## config.mk

```make
export PLATFORM = sky130hd
export DESIGN_NAME = lechc_bank
export DESIGN_NICKNAME = d
export VERILOG_FILES = /design/src/logic/lechc_pkg.sv /design/src/logic/lechc_bank.sv /design/src/logic/lechc_counter.sv
export SDC_FILE = /design/constraint.sdc
export NUM_CORES = 1
export LEC_CHECK = 0
export ABC_AREA = 1
export BUFFER_PORTS_ARGS = -buffer_cell sky130_fd_sc_hd__buf_2
export CAP_MARGIN = 20
export CORE_MARGIN = 5
export CORE_UTILIZATION = 56
export CTS_CLUSTER_DIAMETER = 30
export DETAILED_ROUTE_END_ITERATION = 8
export PLACE_DENSITY = 0.89
export SYNTH_ARGS = -nofsm -noshare
export SYNTH_HDL_FRONTEND = slang
export SYNTH_SLANG_ARGS = --single-unit
```

## constraint.sdc

```tcl
create_clock -name clk_sys_in -period 3.43 [get_ports clk_sys_in]
set_clock_uncertainty 0.2 [all_clocks]
set_input_delay 0.1715 -clock clk_sys_in [delete_from_list [all_inputs] [get_ports clk_sys_in]]
set_output_delay 0.1715 -clock clk_sys_in [all_outputs]
set_load 0.05 [all_outputs]
```

## src/logic/lechc_pkg.sv

```systemverilog
`default_nettype none
package lechc_pkg;
	// register map and field layout
	localparam int          LECHC_LANES      = 3;
	localparam int          LECHC_KINDS      = 3;
	localparam int          LECHC_CNT_W      = 8;
	localparam int          LECHC_ADDR_W     = 12;
	localparam int          LECHC_DATA_W     = 8;
	localparam logic [11:0] LECHC_OFS_LANE3  = 12'h048b;
	localparam logic [11:0] LECHC_OFS_LANE4  = 12'h048c;
	localparam logic [11:0] LECHC_OFS_LANE5  = 12'h048d;
	localparam logic [2:0]  LECHC_HOLD_RESET = 3'h7;
	localparam logic [4:0]  LECHC_RSVD_VALUE = 5'h00;
	localparam logic [7:0]  LECHC_TERMINAL   = 8'hff;
	localparam logic [7:0]  LECHC_CNT_ONE    = 8'h01;
	localparam logic [7:0]  LECHC_CNT_ZERO   = 8'h00;
	// bit positions inside a hold field
	localparam int          LECHC_BIT_UCC    = 2;
	localparam int          LECHC_BIT_NIT    = 1;
	localparam int          LECHC_BIT_DISP   = 0;

	// register bus request
	typedef struct packed {
		logic        wr;
		logic        rd;
		logic [11:0] addr;
		logic [7:0]  wdata;
	} lechc_req_t;

	// per-lane error events, bit order as in the hold field
	typedef struct packed {
		logic unexpected_control_char_error;
		logic invalid_code_error;
		logic disparity_error;
	} lechc_err_t;
endpackage
`default_nettype wire

```

## src/logic/lechc_bank.sv

```systemverilog
// Functional notes
// RULE_01: lanes 3 to 5 each own an 8-bit register; bits 2:0 r/w, 7:3 read zero.
// RULE_02: hold bit set makes its counter stop at 0xFF until user reset.
// RULE_03: hold bit clear makes its counter roll over past 0xFF.
// RULE_04: bit 2 unexpected control char, bit 1 invalid code, bit 0 disparity.
// RULE_05: hold field of each lane reads 0x7 after reset.
// RULE_06: software writes hold fields only while deserializer core is in soft reset; the code still applies other writes and sets write_while_active_out.
// RULE_07: each counter is eight bits, up by one per error of its type.
`timescale 1ns/1ns
`default_nettype none
module lechc_bank
	import lechc_pkg::*;
(
	input  wire logic                                 clk_sys_in,
	input  wire logic                                 nrst_in,
	input  wire lechc_req_t                           req_in,
	output logic      [LECHC_DATA_W-1:0]              rdata_out,
	output logic                                      rvalid_out,
	input  wire logic                                 core_soft_reset_in,
	input  wire lechc_err_t [LECHC_LANES-1:0]         err_in,
	input  wire logic [LECHC_LANES-1:0][LECHC_KINDS-1:0] cnt_clear_in,
	output logic [LECHC_LANES-1:0][LECHC_KINDS-1:0][LECHC_CNT_W-1:0] count_out,
	output logic [LECHC_LANES-1:0][LECHC_KINDS-1:0]  lane_counter_saturate_enable_out,
	output logic                                      write_while_active_out
);
	typedef struct packed {
		logic [LECHC_LANES-1:0][LECHC_KINDS-1:0] hold;
		logic [LECHC_DATA_W-1:0]                 rdata;
		logic                                    rvalid;
		logic                                    bad_write;
	} lechc_state_t;

	lechc_state_t state;
	lechc_state_t next_state;
	logic [LECHC_LANES-1:0] sel;

	// address decode per lane
	assign sel[0] = req_in.addr == LECHC_OFS_LANE3;
	assign sel[1] = req_in.addr == LECHC_OFS_LANE4;
	assign sel[2] = req_in.addr == LECHC_OFS_LANE5;

	// register writes, read mux, sticky misuse flag
	always_comb begin
		next_state = state;
		next_state.rvalid = req_in.rd;
		if (req_in.rd) begin
			next_state.rdata = '0;
			for (int i = 0; i < LECHC_LANES; i++) begin
				if (sel[i]) begin
					next_state.rdata = {LECHC_RSVD_VALUE, state.hold[i]}; // RULE_01
				end
			end
		end
		if (req_in.wr) begin
			for (int i = 0; i < LECHC_LANES; i++) begin
				if (sel[i]) begin
					next_state.hold[i] = req_in.wdata[LECHC_KINDS-1:0]; // RULE_01
				end
			end
			if (|sel && !core_soft_reset_in) begin
				next_state.bad_write = 1'b1; // RULE_06
			end
		end
	end

	always_ff @(posedge clk_sys_in) begin
		if (!nrst_in) begin
			state.hold      <= {LECHC_LANES{LECHC_HOLD_RESET}}; // RULE_05
			state.rdata     <= '0;
			state.rvalid    <= 1'b0;
			state.bad_write <= 1'b0;
		end else begin
			state <= next_state;
		end
	end

	assign rdata_out                        = state.rdata;
	assign rvalid_out                       = state.rvalid;
	assign lane_counter_saturate_enable_out = state.hold;
	assign write_while_active_out           = state.bad_write;

	// one counter per lane and error kind; bit index picks the kind
	for (genvar l = 0; l < LECHC_LANES; l++) begin : g_lane
		logic [LECHC_KINDS-1:0] ev;
		assign ev[LECHC_BIT_UCC]  = err_in[l].unexpected_control_char_error; // RULE_04
		assign ev[LECHC_BIT_NIT]  = err_in[l].invalid_code_error;
		assign ev[LECHC_BIT_DISP] = err_in[l].disparity_error;
		for (genvar k = 0; k < LECHC_KINDS; k++) begin : g_kind
			lechc_counter u_cnt (
				.clk_sys_in (clk_sys_in),
				.nrst_in    (nrst_in),
				.hold_in    (state.hold[l][k]),
				.clear_in   (cnt_clear_in[l][k]),
				.event_in   (ev[k]),
				.count_out  (count_out[l][k])
			);

			// a clear on this counter empties it next cycle
			clear_wins_a: assert property (@(posedge clk_sys_in) disable iff (!nrst_in) // RULE_02
				cnt_clear_in[l][k]
				|=> count_out[l][k] == LECHC_CNT_ZERO)
				else $error("cleared counter not zero");

			// held counter parks at terminal value
			held_stop_a: assert property (@(posedge clk_sys_in) disable iff (!nrst_in) // RULE_02
				state.hold[l][k] && !cnt_clear_in[l][k] && count_out[l][k] == LECHC_TERMINAL
				|=> count_out[l][k] == LECHC_TERMINAL)
				else $error("held counter left terminal value");

			// free counter rolls over to zero
			free_wrap_a: assert property (@(posedge clk_sys_in) disable iff (!nrst_in) // RULE_03
				!state.hold[l][k] && !cnt_clear_in[l][k] && ev[k]
				&& count_out[l][k] == LECHC_TERMINAL
				|=> count_out[l][k] == LECHC_CNT_ZERO)
				else $error("free counter did not roll over");

			// counters start empty after reset
			count_reset_a: assert property (@(posedge clk_sys_in) // RULE_07
				!nrst_in
				|=> count_out[l][k] == LECHC_CNT_ZERO)
				else $error("counter not zero after reset");
		end

		// a write to this lane lands in its hold field
		lane_write_a: assert property (@(posedge clk_sys_in) disable iff (!nrst_in) // RULE_01
			req_in.wr && sel[l]
			|=> lane_counter_saturate_enable_out[l] == $past(req_in.wdata[LECHC_KINDS-1:0]))
			else $error("lane hold field not written");

		// a read of this lane returns the old field, upper bits zero
		lane_read_a: assert property (@(posedge clk_sys_in) disable iff (!nrst_in) // RULE_01
			req_in.rd && sel[l]
			|=> rdata_out == {LECHC_RSVD_VALUE, $past(state.hold[l])})
			else $error("lane readback wrong");

		// control char error steps the bit 2 counter
		ucc_map_a: assert property (@(posedge clk_sys_in) disable iff (!nrst_in) // RULE_04
			err_in[l].unexpected_control_char_error && !cnt_clear_in[l][LECHC_BIT_UCC]
			&& count_out[l][LECHC_BIT_UCC] != LECHC_TERMINAL
			|=> count_out[l][LECHC_BIT_UCC] == $past(count_out[l][LECHC_BIT_UCC]) + LECHC_CNT_ONE)
			else $error("control char error drove wrong counter");

		// invalid code error steps the bit 1 counter
		nit_map_a: assert property (@(posedge clk_sys_in) disable iff (!nrst_in) // RULE_04
			err_in[l].invalid_code_error && !cnt_clear_in[l][LECHC_BIT_NIT]
			&& count_out[l][LECHC_BIT_NIT] != LECHC_TERMINAL
			|=> count_out[l][LECHC_BIT_NIT] == $past(count_out[l][LECHC_BIT_NIT]) + LECHC_CNT_ONE)
			else $error("invalid code error drove wrong counter");

		// disparity error steps the bit 0 counter
		disp_map_a: assert property (@(posedge clk_sys_in) disable iff (!nrst_in) // RULE_04
			err_in[l].disparity_error && !cnt_clear_in[l][LECHC_BIT_DISP]
			&& count_out[l][LECHC_BIT_DISP] != LECHC_TERMINAL
			|=> count_out[l][LECHC_BIT_DISP] == $past(count_out[l][LECHC_BIT_DISP]) + LECHC_CNT_ONE)
			else $error("disparity error drove wrong counter");
	end

	rsvd_zero_a: assert property (@(posedge clk_sys_in) disable iff (!nrst_in) // RULE_01
		req_in.rd |=> rvalid_out && rdata_out[LECHC_DATA_W-1:LECHC_KINDS] == '0)
		else $error("reserved bits not zero");
	write_read_a: assert property (@(posedge clk_sys_in) disable iff (!nrst_in) // RULE_01
		req_in.wr && sel[1] && !req_in.rd ##1 !req_in.wr ##1 req_in.rd && sel[1] && !req_in.wr
		|=> rdata_out[LECHC_KINDS-1:0] == $past(req_in.wdata[LECHC_KINDS-1:0], 3))
		else $error("hold field readback mismatch");
	reset_value_a: assert property (@(posedge clk_sys_in) // RULE_05
		!nrst_in |=> state.hold == {LECHC_LANES{LECHC_HOLD_RESET}})
		else $error("hold field not 0x7 after reset");
	misuse_flag_a: assert property (@(posedge clk_sys_in) disable iff (!nrst_in) // RULE_06
		req_in.wr && |sel && !core_soft_reset_in |=> write_while_active_out)
		else $error("active-time write not flagged");
	hold_map_a: assert property (@(posedge clk_sys_in) disable iff (!nrst_in) // RULE_04
		!cnt_clear_in[0][LECHC_BIT_UCC] && err_in[0].unexpected_control_char_error
		&& count_out[0][LECHC_BIT_UCC] != LECHC_TERMINAL
		|=> count_out[0][LECHC_BIT_UCC] == $past(count_out[0][LECHC_BIT_UCC]) + LECHC_CNT_ONE)
		else $error("control char error drove wrong counter");

	// read valid is a single pulse after a read
	rvalid_pulse_a: assert property (@(posedge clk_sys_in) disable iff (!nrst_in) // RULE_01
		!req_in.rd
		|=> !rvalid_out)
		else $error("read valid without a read");

	// unmapped reads return zero
	unmapped_read_a: assert property (@(posedge clk_sys_in) disable iff (!nrst_in) // RULE_01
		req_in.rd && !(|sel)
		|=> rdata_out == '0)
		else $error("unmapped read not zero");

	// unmapped writes leave every hold field alone
	unmapped_write_a: assert property (@(posedge clk_sys_in) disable iff (!nrst_in) // RULE_01
		req_in.wr && !(|sel)
		|=> $stable(lane_counter_saturate_enable_out))
		else $error("unmapped write changed a hold field");

	// hold fields move only on a write
	hold_quiet_a: assert property (@(posedge clk_sys_in) disable iff (!nrst_in) // RULE_01
		!req_in.wr
		|=> $stable(lane_counter_saturate_enable_out))
		else $error("hold field moved without a write");

	// read data stands until the next read
	rdata_keep_a: assert property (@(posedge clk_sys_in) disable iff (!nrst_in) // RULE_01
		!req_in.rd
		|=> $stable(rdata_out))
		else $error("read data changed without a read");

	// misuse flag is sticky until reset
	flag_sticky_a: assert property (@(posedge clk_sys_in) disable iff (!nrst_in) // RULE_06
		write_while_active_out
		|=> write_while_active_out)
		else $error("misuse flag dropped");

	// legal writes never raise the misuse flag
	flag_quiet_a: assert property (@(posedge clk_sys_in) disable iff (!nrst_in) // RULE_06
		!write_while_active_out && !(req_in.wr && |sel && !core_soft_reset_in)
		|=> !write_while_active_out)
		else $error("misuse flag raised by a legal write");

	// bus outputs are quiet after reset
	reset_bus_a: assert property (@(posedge clk_sys_in) // RULE_05
		!nrst_in
		|=> rdata_out == '0 && !rvalid_out && !write_while_active_out)
		else $error("bus outputs not idle after reset");
endmodule
`default_nettype wire

```

## src/logic/lechc_counter.sv

```systemverilog
`timescale 1ns/1ns
`default_nettype none
module lechc_counter
	import lechc_pkg::*;
(
	input  wire logic                   clk_sys_in,
	input  wire logic                   nrst_in,
	input  wire logic                   hold_in,
	input  wire logic                   clear_in,
	input  wire logic                   event_in,
	output logic      [LECHC_CNT_W-1:0] count_out
);
	typedef struct packed {
		logic [LECHC_CNT_W-1:0] count;
	} lechc_cnt_state_t;

	lechc_cnt_state_t state;
	lechc_cnt_state_t next_state;

	// count one per error; stop at terminal or roll over
	always_comb begin
		next_state = state;
		if (clear_in) begin
			next_state.count = LECHC_CNT_ZERO;
		end else if (event_in) begin
			if (hold_in && state.count == LECHC_TERMINAL) begin
				next_state.count = state.count; // RULE_02
			end else begin
				next_state.count = state.count + LECHC_CNT_ONE; // RULE_03 RULE_07
			end
		end
	end

	always_ff @(posedge clk_sys_in) begin
		if (!nrst_in) begin
			state <= '0;
		end else begin
			state <= next_state;
		end
	end

	assign count_out = state.count;

	saturate_hold_a: assert property (@(posedge clk_sys_in) disable iff (!nrst_in) // RULE_02
		hold_in && !clear_in && state.count == LECHC_TERMINAL |=> state.count == LECHC_TERMINAL)
		else $error("held counter left terminal value");
	wrap_around_a: assert property (@(posedge clk_sys_in) disable iff (!nrst_in) // RULE_03
		!hold_in && !clear_in && event_in && state.count == LECHC_TERMINAL
		|=> state.count == LECHC_CNT_ZERO)
		else $error("free counter did not wrap");
	count_step_a: assert property (@(posedge clk_sys_in) disable iff (!nrst_in) // RULE_07
		!clear_in && event_in && state.count != LECHC_TERMINAL
		|=> state.count == $past(state.count) + LECHC_CNT_ONE)
		else $error("counter did not step by one");
	count_idle_a: assert property (@(posedge clk_sys_in) disable iff (!nrst_in) // RULE_07
		!clear_in && !event_in |=> $stable(state.count))
		else $error("counter moved without an error");
endmodule
`default_nettype wire

```

==> results of run 1 <==
## power by group
part | switching (mW) | total (mW) | internal, mW
Clock | 0.355 | 0.839 | 0.483
Combinational | 0.138 | 0.202 | 0.0635
Sequential | 0.0105 | 1.02 | 1.01
Total | 0.504 | 2.06 | 1.55
## critical path, cell delays in order
cell and delay, ps:
dlygate4sd3_1 530, buf_2 220, inv_2 200, nor2_1 420, nand2_1 100, nor2_1 90, dlygate4sd3_1 540
## layout make-up
cell class / instances / area (sq um)
Fill cell: 606 / 2122
Sequential cell: 86 / 1722
Multi-Input combinational cell: 453 / 2308
Tap cell: 102 / 127.6
Timing Repair Buffer: 151 / 895.9
Inverter: 83 / 314.1
Clock inverter: 6 / 110.1
Clock buffer: 10 / 127.6
## routing by layer
layer | GRT usage | up-vias | wire length [um]
met5 | 0 | - | 0
met4 | 0.09349 | 0 | 335
met3 | 0.04698 | 32 | 849
met2 | 0.4220 | 191 | 5847
met1 | 0.2657 | 2077 | 4652
li1 | - | 2339 | -
## layout by cell type, fill, tap and decap left out, types with 2 or more instances in the layout
master	Yosys	final
a21oi_1	53	53
a21oi_2	5	5
buf_2	1	123
bufinv_16	0	3
clkbuf_8	0	9
clkinvlp_4	0	2
conb_1	1	5
dfxtp_1	86	86
dlygate4sd3_1	0	28
ha_1	9	9
inv_1	71	71
inv_2	11	11
nand2_1	146	146
nand2_2	14	14
nand2_4	2	2
nand3_1	44	44
nand3_2	2	2
nand4_1	11	11
nor2_1	69	69
nor2_2	5	5
nor2_4	3	3
nor3_1	17	17
nor3_2	3	3
nor3b_1	2	2
o211ai_1	9	9
o21ai_0	18	18
o21ai_1	9	9
xnor2_1	9	9
xor2_1	13	13
## per-stage QoR
step | instance area (sq um) | utilization | setup slack [ps]
after floorplan | 4477 | - | 1461
after global placement | 5087 | 0.6584 | 1797
after detailed placement | 5087 | 0.6584 | 1673
after CTS | 5605 | 0.7254 | 1211
after global routing | 5605 | 0.7254 | 1072
final | 5605 | 0.7254 | 1246
## sequential cells by signal, summed over array words and instances (netlist names)
| register | flops |
|---|---|
| lane_counter_saturate_enable_out | 9 |
| write_while_active_out | 1 |
| g_lane.g_kind.u_cnt.count_out | 72 |
| rvalid_out | 1 |
| rdata_out | 3 |
## cells by family after synthesis
| kind of cell | Yosys count |
|---|---|
| AO/OA/AOI/OAI | 96 |
| XOR/XNOR | 22 |
| adder cells (fa/ha/maj) | 9 |
| buffers and inverters | 101 |
| flip-flops | 86 |
| other | 1 |
| AND/OR/NAND/NOR | 321 |
## worst paths after layout
kind,startpoint,end
worst max-delay path,nrst_in,g_lane[2].g_kind[0].u_cnt.count_out[2]
worst min-delay path,err_in[5],g_lane[1].g_kind[2].u_cnt.count_out[0]
worst max register to register,g_lane[2].g_kind[0].u_cnt.count_out[0],g_lane[2].g_kind[0].u_cnt.count_out[2]
worst min register to register,write_while_active_out,write_while_active_out
==> impl_metrics.toml, run 1 <==
[power_and_ir_drop]
power_density_mw_per_mm2 = 367.3
vdd_drop_max_uv = 276.6
leakage_nw = 2.550
fin_total_pwr_mw = 2.059

[routing]
antenna_left = 0
drtIter0Drc = 197
vias = 4639
via_per_inst = 5.207
dr.pass1.iters = 5
wl_per_cell_um = 13.11
wirelength_mm = 11.68
drc_errors = 0

[worst_setup_path]
worstPathArrival_ps = 2270
cp_max_fo = 13
critPathRequiredTime_ps = 3520
rrSetupSlack_ps = 1300
worstSetupStartpointType = "input pin"
path_class = "input pin to register"
worst_r2r_path_depth = 10
endpoint_kind = "register"

[cts]
cts-resized-gates = 0
cts-root-buf = "clkbuf_8"
cts_tree = "yes"
cts_hold_buf = 28
cts_sinks = 86
cts_buffers = 9
htreeDepth = 3
insertion_delay_ps = 340
clockBufferDepth = 2
cts_setup_buffers = 0
path_clk_slew_ps = 90

[outcome]
status = "finished, final reports clean"

[final_layout]
fin_nets = 836
fin_cells = 891
diodes = 0
area_growth_pct = 25.63
drive_gt1_frac = 0.2357

[place]
dpl.cell_count = 847
place_hpwl_mm = 8.548
portBuffers = 123
gp_congestion = 0.9028

[flow_run]
maxCapViolCount = 0

[floorplanning]
die_height_um = 99.26
rows = 32
start_util = 0.5774
core_sq_mm = 0.007727
ios = 134
die-area_sq_mm = 0.009853
die_w_um = 99.26

[synth]
synth_edf_count = 0
ys.flop_type = "dfxtp_1"
synth-compound-area-share = 0.1183
synthCells = 636
synthAdderAreaFrac = 0.02524
yosys_register_bits = 86
synth.largest_area_cell = "dfxtp_1"
synth_top_family_by_area = "simple AND/OR/NAND/NOR gates"
seq_area_frac_synth = 0.3859
synth_mux_area_frac = 0
yosysMostFrequentCell = "nand2_1"
synthTopCellsByArea = "dfxtp_1 39%, nand2_1 12%, inv_1 6.0%, a21oi_1 5.9%, nor2_1 5.8%"
synth_commonest_cells = "146 x nand2_1, 86 x dfxtp_1, 71 x inv_1"
synth.distinct_cells = 34
yosysWarnings = 0
synthXorXnorAreaFrac = 0.04319
netlist_area_sq_mm = 0.004462
synth_area_per_cell_sq_um = 7.015
yosys.area_share.simple = 0.3264
synth-async-reset-ratio = 0
synth.top_cell.area_share = 0.3859

[global_route]
antenna_found_initial = 0
grt_pass1_vias = 4423
grt_start_max_net_pins = 16
grt-ovfl-total = 0
grt.total_usage = 0.2327
grt_pass1_wl_mm = 19.35

[sta]
max_freq_ghz = 0.4578
finalMaxSlewViolations = 0
hold_viol = 0
whs_ps = 24.56
grt_setup_unrepaired = "false"
setup_tns_ps = 0
finalCritPeriodShare = 0.6368
period_minus_slack_ps = 2184
setup_violations = 0

[hold_path]
hold_class = "input pin to register"
whs_path_depth = 3
Power figures use the tool's default switching activity.
==> run 2: changes to the inputs <==
--- a/config.mk
+++ b/config.mk
@@ -9,10 +9,10 @@
 export BUFFER_PORTS_ARGS = -buffer_cell sky130_fd_sc_hd__buf_2
 export CAP_MARGIN = 20
 export CORE_MARGIN = 5
-export CORE_UTILIZATION = 56
+export CORE_UTILIZATION = 47
 export CTS_CLUSTER_DIAMETER = 30
 export DETAILED_ROUTE_END_ITERATION = 8
-export PLACE_DENSITY = 0.89
+export PLACE_DENSITY = 0.8
 export SYNTH_ARGS = -nofsm -noshare
 export SYNTH_HDL_FRONTEND = slang
 export SYNTH_SLANG_ARGS = --single-unit
==> constraint.sdc (replaced) <==
create_clock -name clk_sys_in -period 2 [get_ports clk_sys_in]
set_clock_uncertainty 0.2 [all_clocks]
set_input_delay 0.1 -clock clk_sys_in [delete_from_list [all_inputs] [get_ports clk_sys_in]]
set_output_delay 0.1 -clock clk_sys_in [all_outputs]
set_load 0.05 [all_outputs]
==> run 2 against run 1 <==
Effect of this change:
- non-clock buffer count increased by 2
- register-to-register slack got worse by 1200 ps
- sequential cell count unchanged
- power increased by 66%
- global-route usage decreased by 3.4 points
- sequential power increased by 72%
- clock power increased by 56%
- combinational power increased by 72%
- clock-buffer cell count unchanged
- cell count increased by 3.0%
- utilization decreased by 12 points
==> impl_metrics.toml, run 2 (same netlist as run 1, synthesis figures left out) <==
[worst_setup_path]
crit_chain = "ha_2, nand2_2, nor3_4, nand4_1, nand2_1, dlygate4sd3_1, a21oi_1"
endpoint_kind = "register"
critPathRequiredTime_ps = 2030
path_class = "register to register"
worst-path-buf-inv = 1
slowest_stage = "dlygate4sd3_1"
crit_path_max_incr_delay_ps = 540
cp_max_fo = 4
worstPathArrival_ps = 1920
worstSetupStartpointType = "register"
path_delay_family = "buffers and inverters"

[routing]
drtIter0Drc = 203
via_per_inst = 4.950
drc_errors = 0
wirelength_mm = 11.53
antenna_left = 0
wl_per_cell_um = 12.56
dr.pass1.iters = 4
vias = 4544

[cts]
cts_sinks = 86
cts_tree = "yes"
insertion_delay_ps = 340
htreeDepth = 3
cts-root-buf = "clkbuf_8"
path_clk_slew_ps = 80
cts_buffers = 9
clockBufferDepth = 2

[global_route]
grt_pass1_wl_mm = 18.84
grt.total_usage = 0.1987
grt_pass1_vias = 4289
grt-ovfl-total = 0
antenna_found_initial = 0
grt_start_max_net_pins = 16

[place]
place_hpwl_mm = 8.676
dpl.cell_count = 874
gp_congestion = 0.8919
portBuffers = 123

[power_and_ir_drop]
fin_total_pwr_mw = 3.409
power_density_mw_per_mm2 = 604.8
vdd_drop_max_uv = 346.2
leakage_nw = 2.545

[floorplanning]
ios = 134
core_sq_mm = 0.009240
die-area_sq_mm = 0.01154
start_util = 0.4829
die_w_um = 107.4
rows = 35
die_height_um = 107.4

[sta]
finalMaxSlewViolations = 0
finalCritPeriodShare = 0.9441
setup_tns_ps = 0
hold_viol = 0
grt_setup_unrepaired = "false"
period_minus_slack_ps = 1888
worst_pin_slew_ps = 499.9
maxSlewHeadroom = 0.6655
setup_violations = 0
max_freq_ghz = 0.5296

[final_layout]
utilization = 0.6100
fin_nets = 838
diodes = 0
seq_area_sq_mm = 0.001724
drive_gt1_frac = 0.2408
fill_cells = 819
fin_cells = 918
final_cell_mix = "145 x nand2_1, 123 x buf_2, 84 x dfxtp_1"
largest_reg_flops = 72
multi_input_area_sq_mm = 0.002313
final_common_cell = "nand2_1"
area_growth_pct = 26.33

[hold_path]
hold_class = "input pin to register"

[outcome]
status = "finished, final reports clean"

[flow_run]
maxCapViolCount = 0
[run 2: final timing paths]
path / from / to / slack, ps / depth (start not counted)
setup / recovery: g_lane[0].g_kind[0].u_cnt.count_out[1] / g_lane[0].g_kind[0].u_cnt.count_out[6] / 110 / 7
hold / removal: nrst_in / rdata_out[1] / 30 / 3
setup reg to reg: g_lane[0].g_kind[0].u_cnt.count_out[1] / g_lane[0].g_kind[0].u_cnt.count_out[6] / 110 / 7
hold reg to reg: g_lane[2].g_kind[0].u_cnt.count_out[4] / g_lane[2].g_kind[0].u_cnt.count_out[4] / 280 / 2
[run 2: area by class of cell]
class	instances	area share
timing repair buffer	153	0.1620
sequential	86	0.3059
clock inverter	4	0.01287
tap	129	0.02863
clock buffer	10	0.02442
multi-input combinational	453	0.4104
inverter	83	0.05572
[run 2: worst register-to-register path, cell delays in order (launching register included)]
cell and delay, ps:
dfxtp_2 360, ha_2 210, nand2_2 80, nor3_4 180, nand4_1 100, nand2_1 70
dlygate4sd3_1 540, a21oi_1 40
[run 2: metrics by stage]
step | setup slack, ps | instance area (sq um) | hold WS [ps]
2_1_floorplan | 31.12 | 4477 | -6.547
5_1_grt | 1.765 | 5637 | 46.71
4_1_cts | 25.27 | 5622 | 31.79
3_3_place_gp | 380.9 | 5121 | 147.6
6_report | 111.9 | 5637 | 29.03
3_5_place_dp | 294.3 | 5121 | 156.0
[run 2: timing repair]
action | in CTS | in global routing
setup endpoints to repair | 0 | 1
endpoints found under the hold margin | 86 | 0
hold buffers | 29 | 0
buffers inserted | 0 | 1
gates resized for setup | 0 | 4
[run 2: power by group]
group / total [mW] / leakage (nW) / switching [mW] / internal (mW)
Sequential: 1.75 / 0.696 / 0.0186 / 1.73
Clock: 1.31 / 0.104 / 0.591 / 0.723
Combinational: 0.348 / 1.74 / 0.235 / 0.113
[run 2: routing by layer]
metal | global-route usage | part of all wire | up-vias
li1 | - | - | 2336
met1 | 0.2269 | 0.42 | 2060
met2 | 0.3584 | 0.49 | 124
met3 | 0.04619 | 0.058 | 24
met4 | 0.07484 | 0.026 | 0
met5 | 0 | 0 | -
==> run 3: changes to the inputs <==
--- a/config.mk
+++ b/config.mk
@@ -13,6 +13,7 @@
 export CTS_CLUSTER_DIAMETER = 30
 export DETAILED_ROUTE_END_ITERATION = 8
 export PLACE_DENSITY = 0.8
+export RECOVER_POWER = 25
 export SYNTH_ARGS = -nofsm -noshare
 export SYNTH_HDL_FRONTEND = slang
 export SYNTH_SLANG_ARGS = --single-unit
==> run 3 against run 2 <==
Effect of this change:
- sequential power hardly changed
- worst hold slack worse by 3.7 ps
- sequential share of layout area is 0.25 points higher
- non-clock buffer count stayed put
- via count hardly changed
- routed wire length is 0.22% higher
- sequential cell count stayed put
- power hardly changed
- first-iteration DRC count is 4.4% lower
- critical path type unchanged
- largest cell class unchanged
==> impl_metrics.toml, run 3 (same netlist as run 1, synthesis figures left out) <==
[outcome]
status = "finished, final reports clean"

[sta]
hold_viol = 0
setup_violations = 0
worst_pin_slew_ps = 637.6
maxSlewHeadroom = 0.5767
setup_tns_ps = 0
finalCritPeriodShare = 0.9438
period_minus_slack_ps = 1888
setup_ws_ps = 112.3
finalMaxSlewViolations = 0
max_freq_ghz = 0.5298

[final_layout]
final_cell_mix = "145 x nand2_1, 90 x buf_2, 84 x dfxtp_1"
largest_reg_flops = 72
final_common_cell = "nand2_1"
fill_cells = 838
drive_gt1_frac = 0.1977
fin_cells = 919
area_growth_pct = 25.32
fin_area_sq_mm = 0.005592
fin_nets = 838

[worst_setup_path]
endpoint_kind = "register"
worst-path-buf-inv = 1
rr_endpoint = "g_lane[0].g_kind[0].u_cnt.count_out[6]"
worstSetupStartpointType = "register"
rrSetupSlack_ps = 110
crit_chain = "ha_2, nand2_2, nor3_4, nand4_1, nand2_1, dlygate4sd3_1, a21oi_1"
path_delay_family = "buffers and inverters"
r2r_start = "g_lane[0].g_kind[0].u_cnt.count_out[1]"
worst_r2r_path_depth = 7
slowest_stage = "dlygate4sd3_1"
crit_path_max_incr_delay_ps = 540
path_class = "register to register"
worstPathArrival_ps = 1920
critPathRequiredTime_ps = 2040
cp_max_fo = 4

[floorplanning]
start_util = 0.4829
ios = 134
core_sq_mm = 0.009240
rows = 35
die_w_um = 107.4
die_height_um = 107.4
die-area_sq_mm = 0.01154

[routing]
via_per_inst = 4.941
vias = 4541
wirelength_mm = 11.56
antenna_left = 0
drtIter0Drc = 194
wl_per_cell_um = 12.58
drc_errors = 0
dr.pass1.iters = 4

[power_and_ir_drop]
vdd_drop_max_uv = 345.2
leakage_nw = 2.399
netSwitchingPower_uw = 848.5
power_density_mw_per_mm2 = 609.8
pwr-share-clk = 0.387
sw_frac_of_total = 0.2488
seq_power_share = 0.512
p_comb_frac = 0.101
internal-power_mw = 2.561

[cts]
cts-root-buf = "clkbuf_8"
path_clk_slew_ps = 80
cts_buffers = 9
cts_sinks = 86
insertion_delay_ps = 340
htreeDepth = 3
clockBufferDepth = 2
cts_tree = "yes"

[place]
dpl.cell_count = 874
gp_congestion = 0.8919
place_area_sq_mm = 0.005121
place_ws_ps = 294.3
portBuffers = 123
place_hpwl_mm = 8.676

[global_route]
grt-ovfl-total = 0
grt_pass1_vias = 4289
grt_start_max_net_pins = 16
grt_pass1_wl_mm = 18.84
grt.total_usage = 0.1987
antenna_found_initial = 0

[flow_run]
maxCapViolCount = 0

[hold_path]
hold_class = "input pin to register"
min-delay-start = "nrst_in"
whs_path_depth = 3
min_to = "rdata_out[1]"
## run 3: layout make-up
cell class                      instances  area, sq um  area share
Multi-Input combinational cell        453         2307      0.4126
Clock inverter                          4        72.57     0.01298
Sequential cell                        86         1724      0.3083
Clock buffer                           10        137.6     0.02461
Antenna cell                            1        2.502   0.0004475
Timing Repair Buffer                  153        872.1      0.1560
Tap cell                              129        161.4     0.02887
Inverter                               83        314.1     0.05616
## run 3: timing repair
action,CTS,global route
resized for setup,0,4
hold buffers,29,0
buffers inserted,0,1
hold endpoints to repair,86,0
setup endpoints to repair,0,1
## run 3: worst reg2reg max path, delay by kind of cell (launching register included)
kind | cells | cell delay (ps)
buf+inv | 1 | 540
compound gates | 1 | 40
fa+ha+maj | 1 | 210
flops | 1 | 360
simple gates | 4 | 430
## run 3: how the worst max path moves through the flow
| stage | startpoint | endpoint | slack (ps) | cells after the start |
|---|---|---|---|---|
| 2_1_floorplan | g_lane[2].g_kind[1].u_cnt.count_out[1] | g_lane[2].g_kind[1].u_cnt.count_out[1] | 30 | 8 |
| 3_3_place_gp | g_lane[2].g_kind[1].u_cnt.count_out[1] | g_lane[2].g_kind[1].u_cnt.count_out[1] | 380 | 8 |
| 3_5_place_dp | g_lane[2].g_kind[1].u_cnt.count_out[1] | g_lane[2].g_kind[1].u_cnt.count_out[1] | 290 | 8 |
| 4_1_cts | g_lane[0].g_kind[0].u_cnt.count_out[1] | g_lane[0].g_kind[0].u_cnt.count_out[6] | 30 | 7 |
| 5_1_grt | g_lane[0].g_kind[0].u_cnt.count_out[1] | g_lane[0].g_kind[0].u_cnt.count_out[6] | -0.9 | 7 |
| 6_report | g_lane[0].g_kind[0].u_cnt.count_out[1] | g_lane[0].g_kind[0].u_cnt.count_out[6] | 110 | 7 |
## run 3: metal layers
metal | vias up | wire length, um | global-route usage
li1 | 2333 | - | -
met1 | 2058 | 4828 | 0.2269
met2 | 128 | 5727 | 0.3584
met3 | 22 | 703 | 0.04619
met4 | 0 | 300 | 0.07484
met5 | - | 0 | 0
## run 3: power by group through the flow
stage	combinational [mW]	clock (mW)	sequential [mW]
finish	0.345	1.32	1.75
global route	0.377	1.45	1.75
CTS	0.347	1.36	1.75
detailed placement	0.304	0	1.79
global placement	0.295	0	1.78
floorplan	0.156	0	1.84
## run 3: through the flow
stage / total power, mW / utilization / hold slack [ps]
detailed placement: 2.091 / 0.5542 / 156.0
finish: 3.410 / 0.6051 / 25.33
floorplan: 2.001 / - / -6.547
global route: 3.576 / 0.6049 / 46.71
global placement: 2.080 / 0.5542 / 147.6
CTS: 3.456 / 0.6084 / 31.79
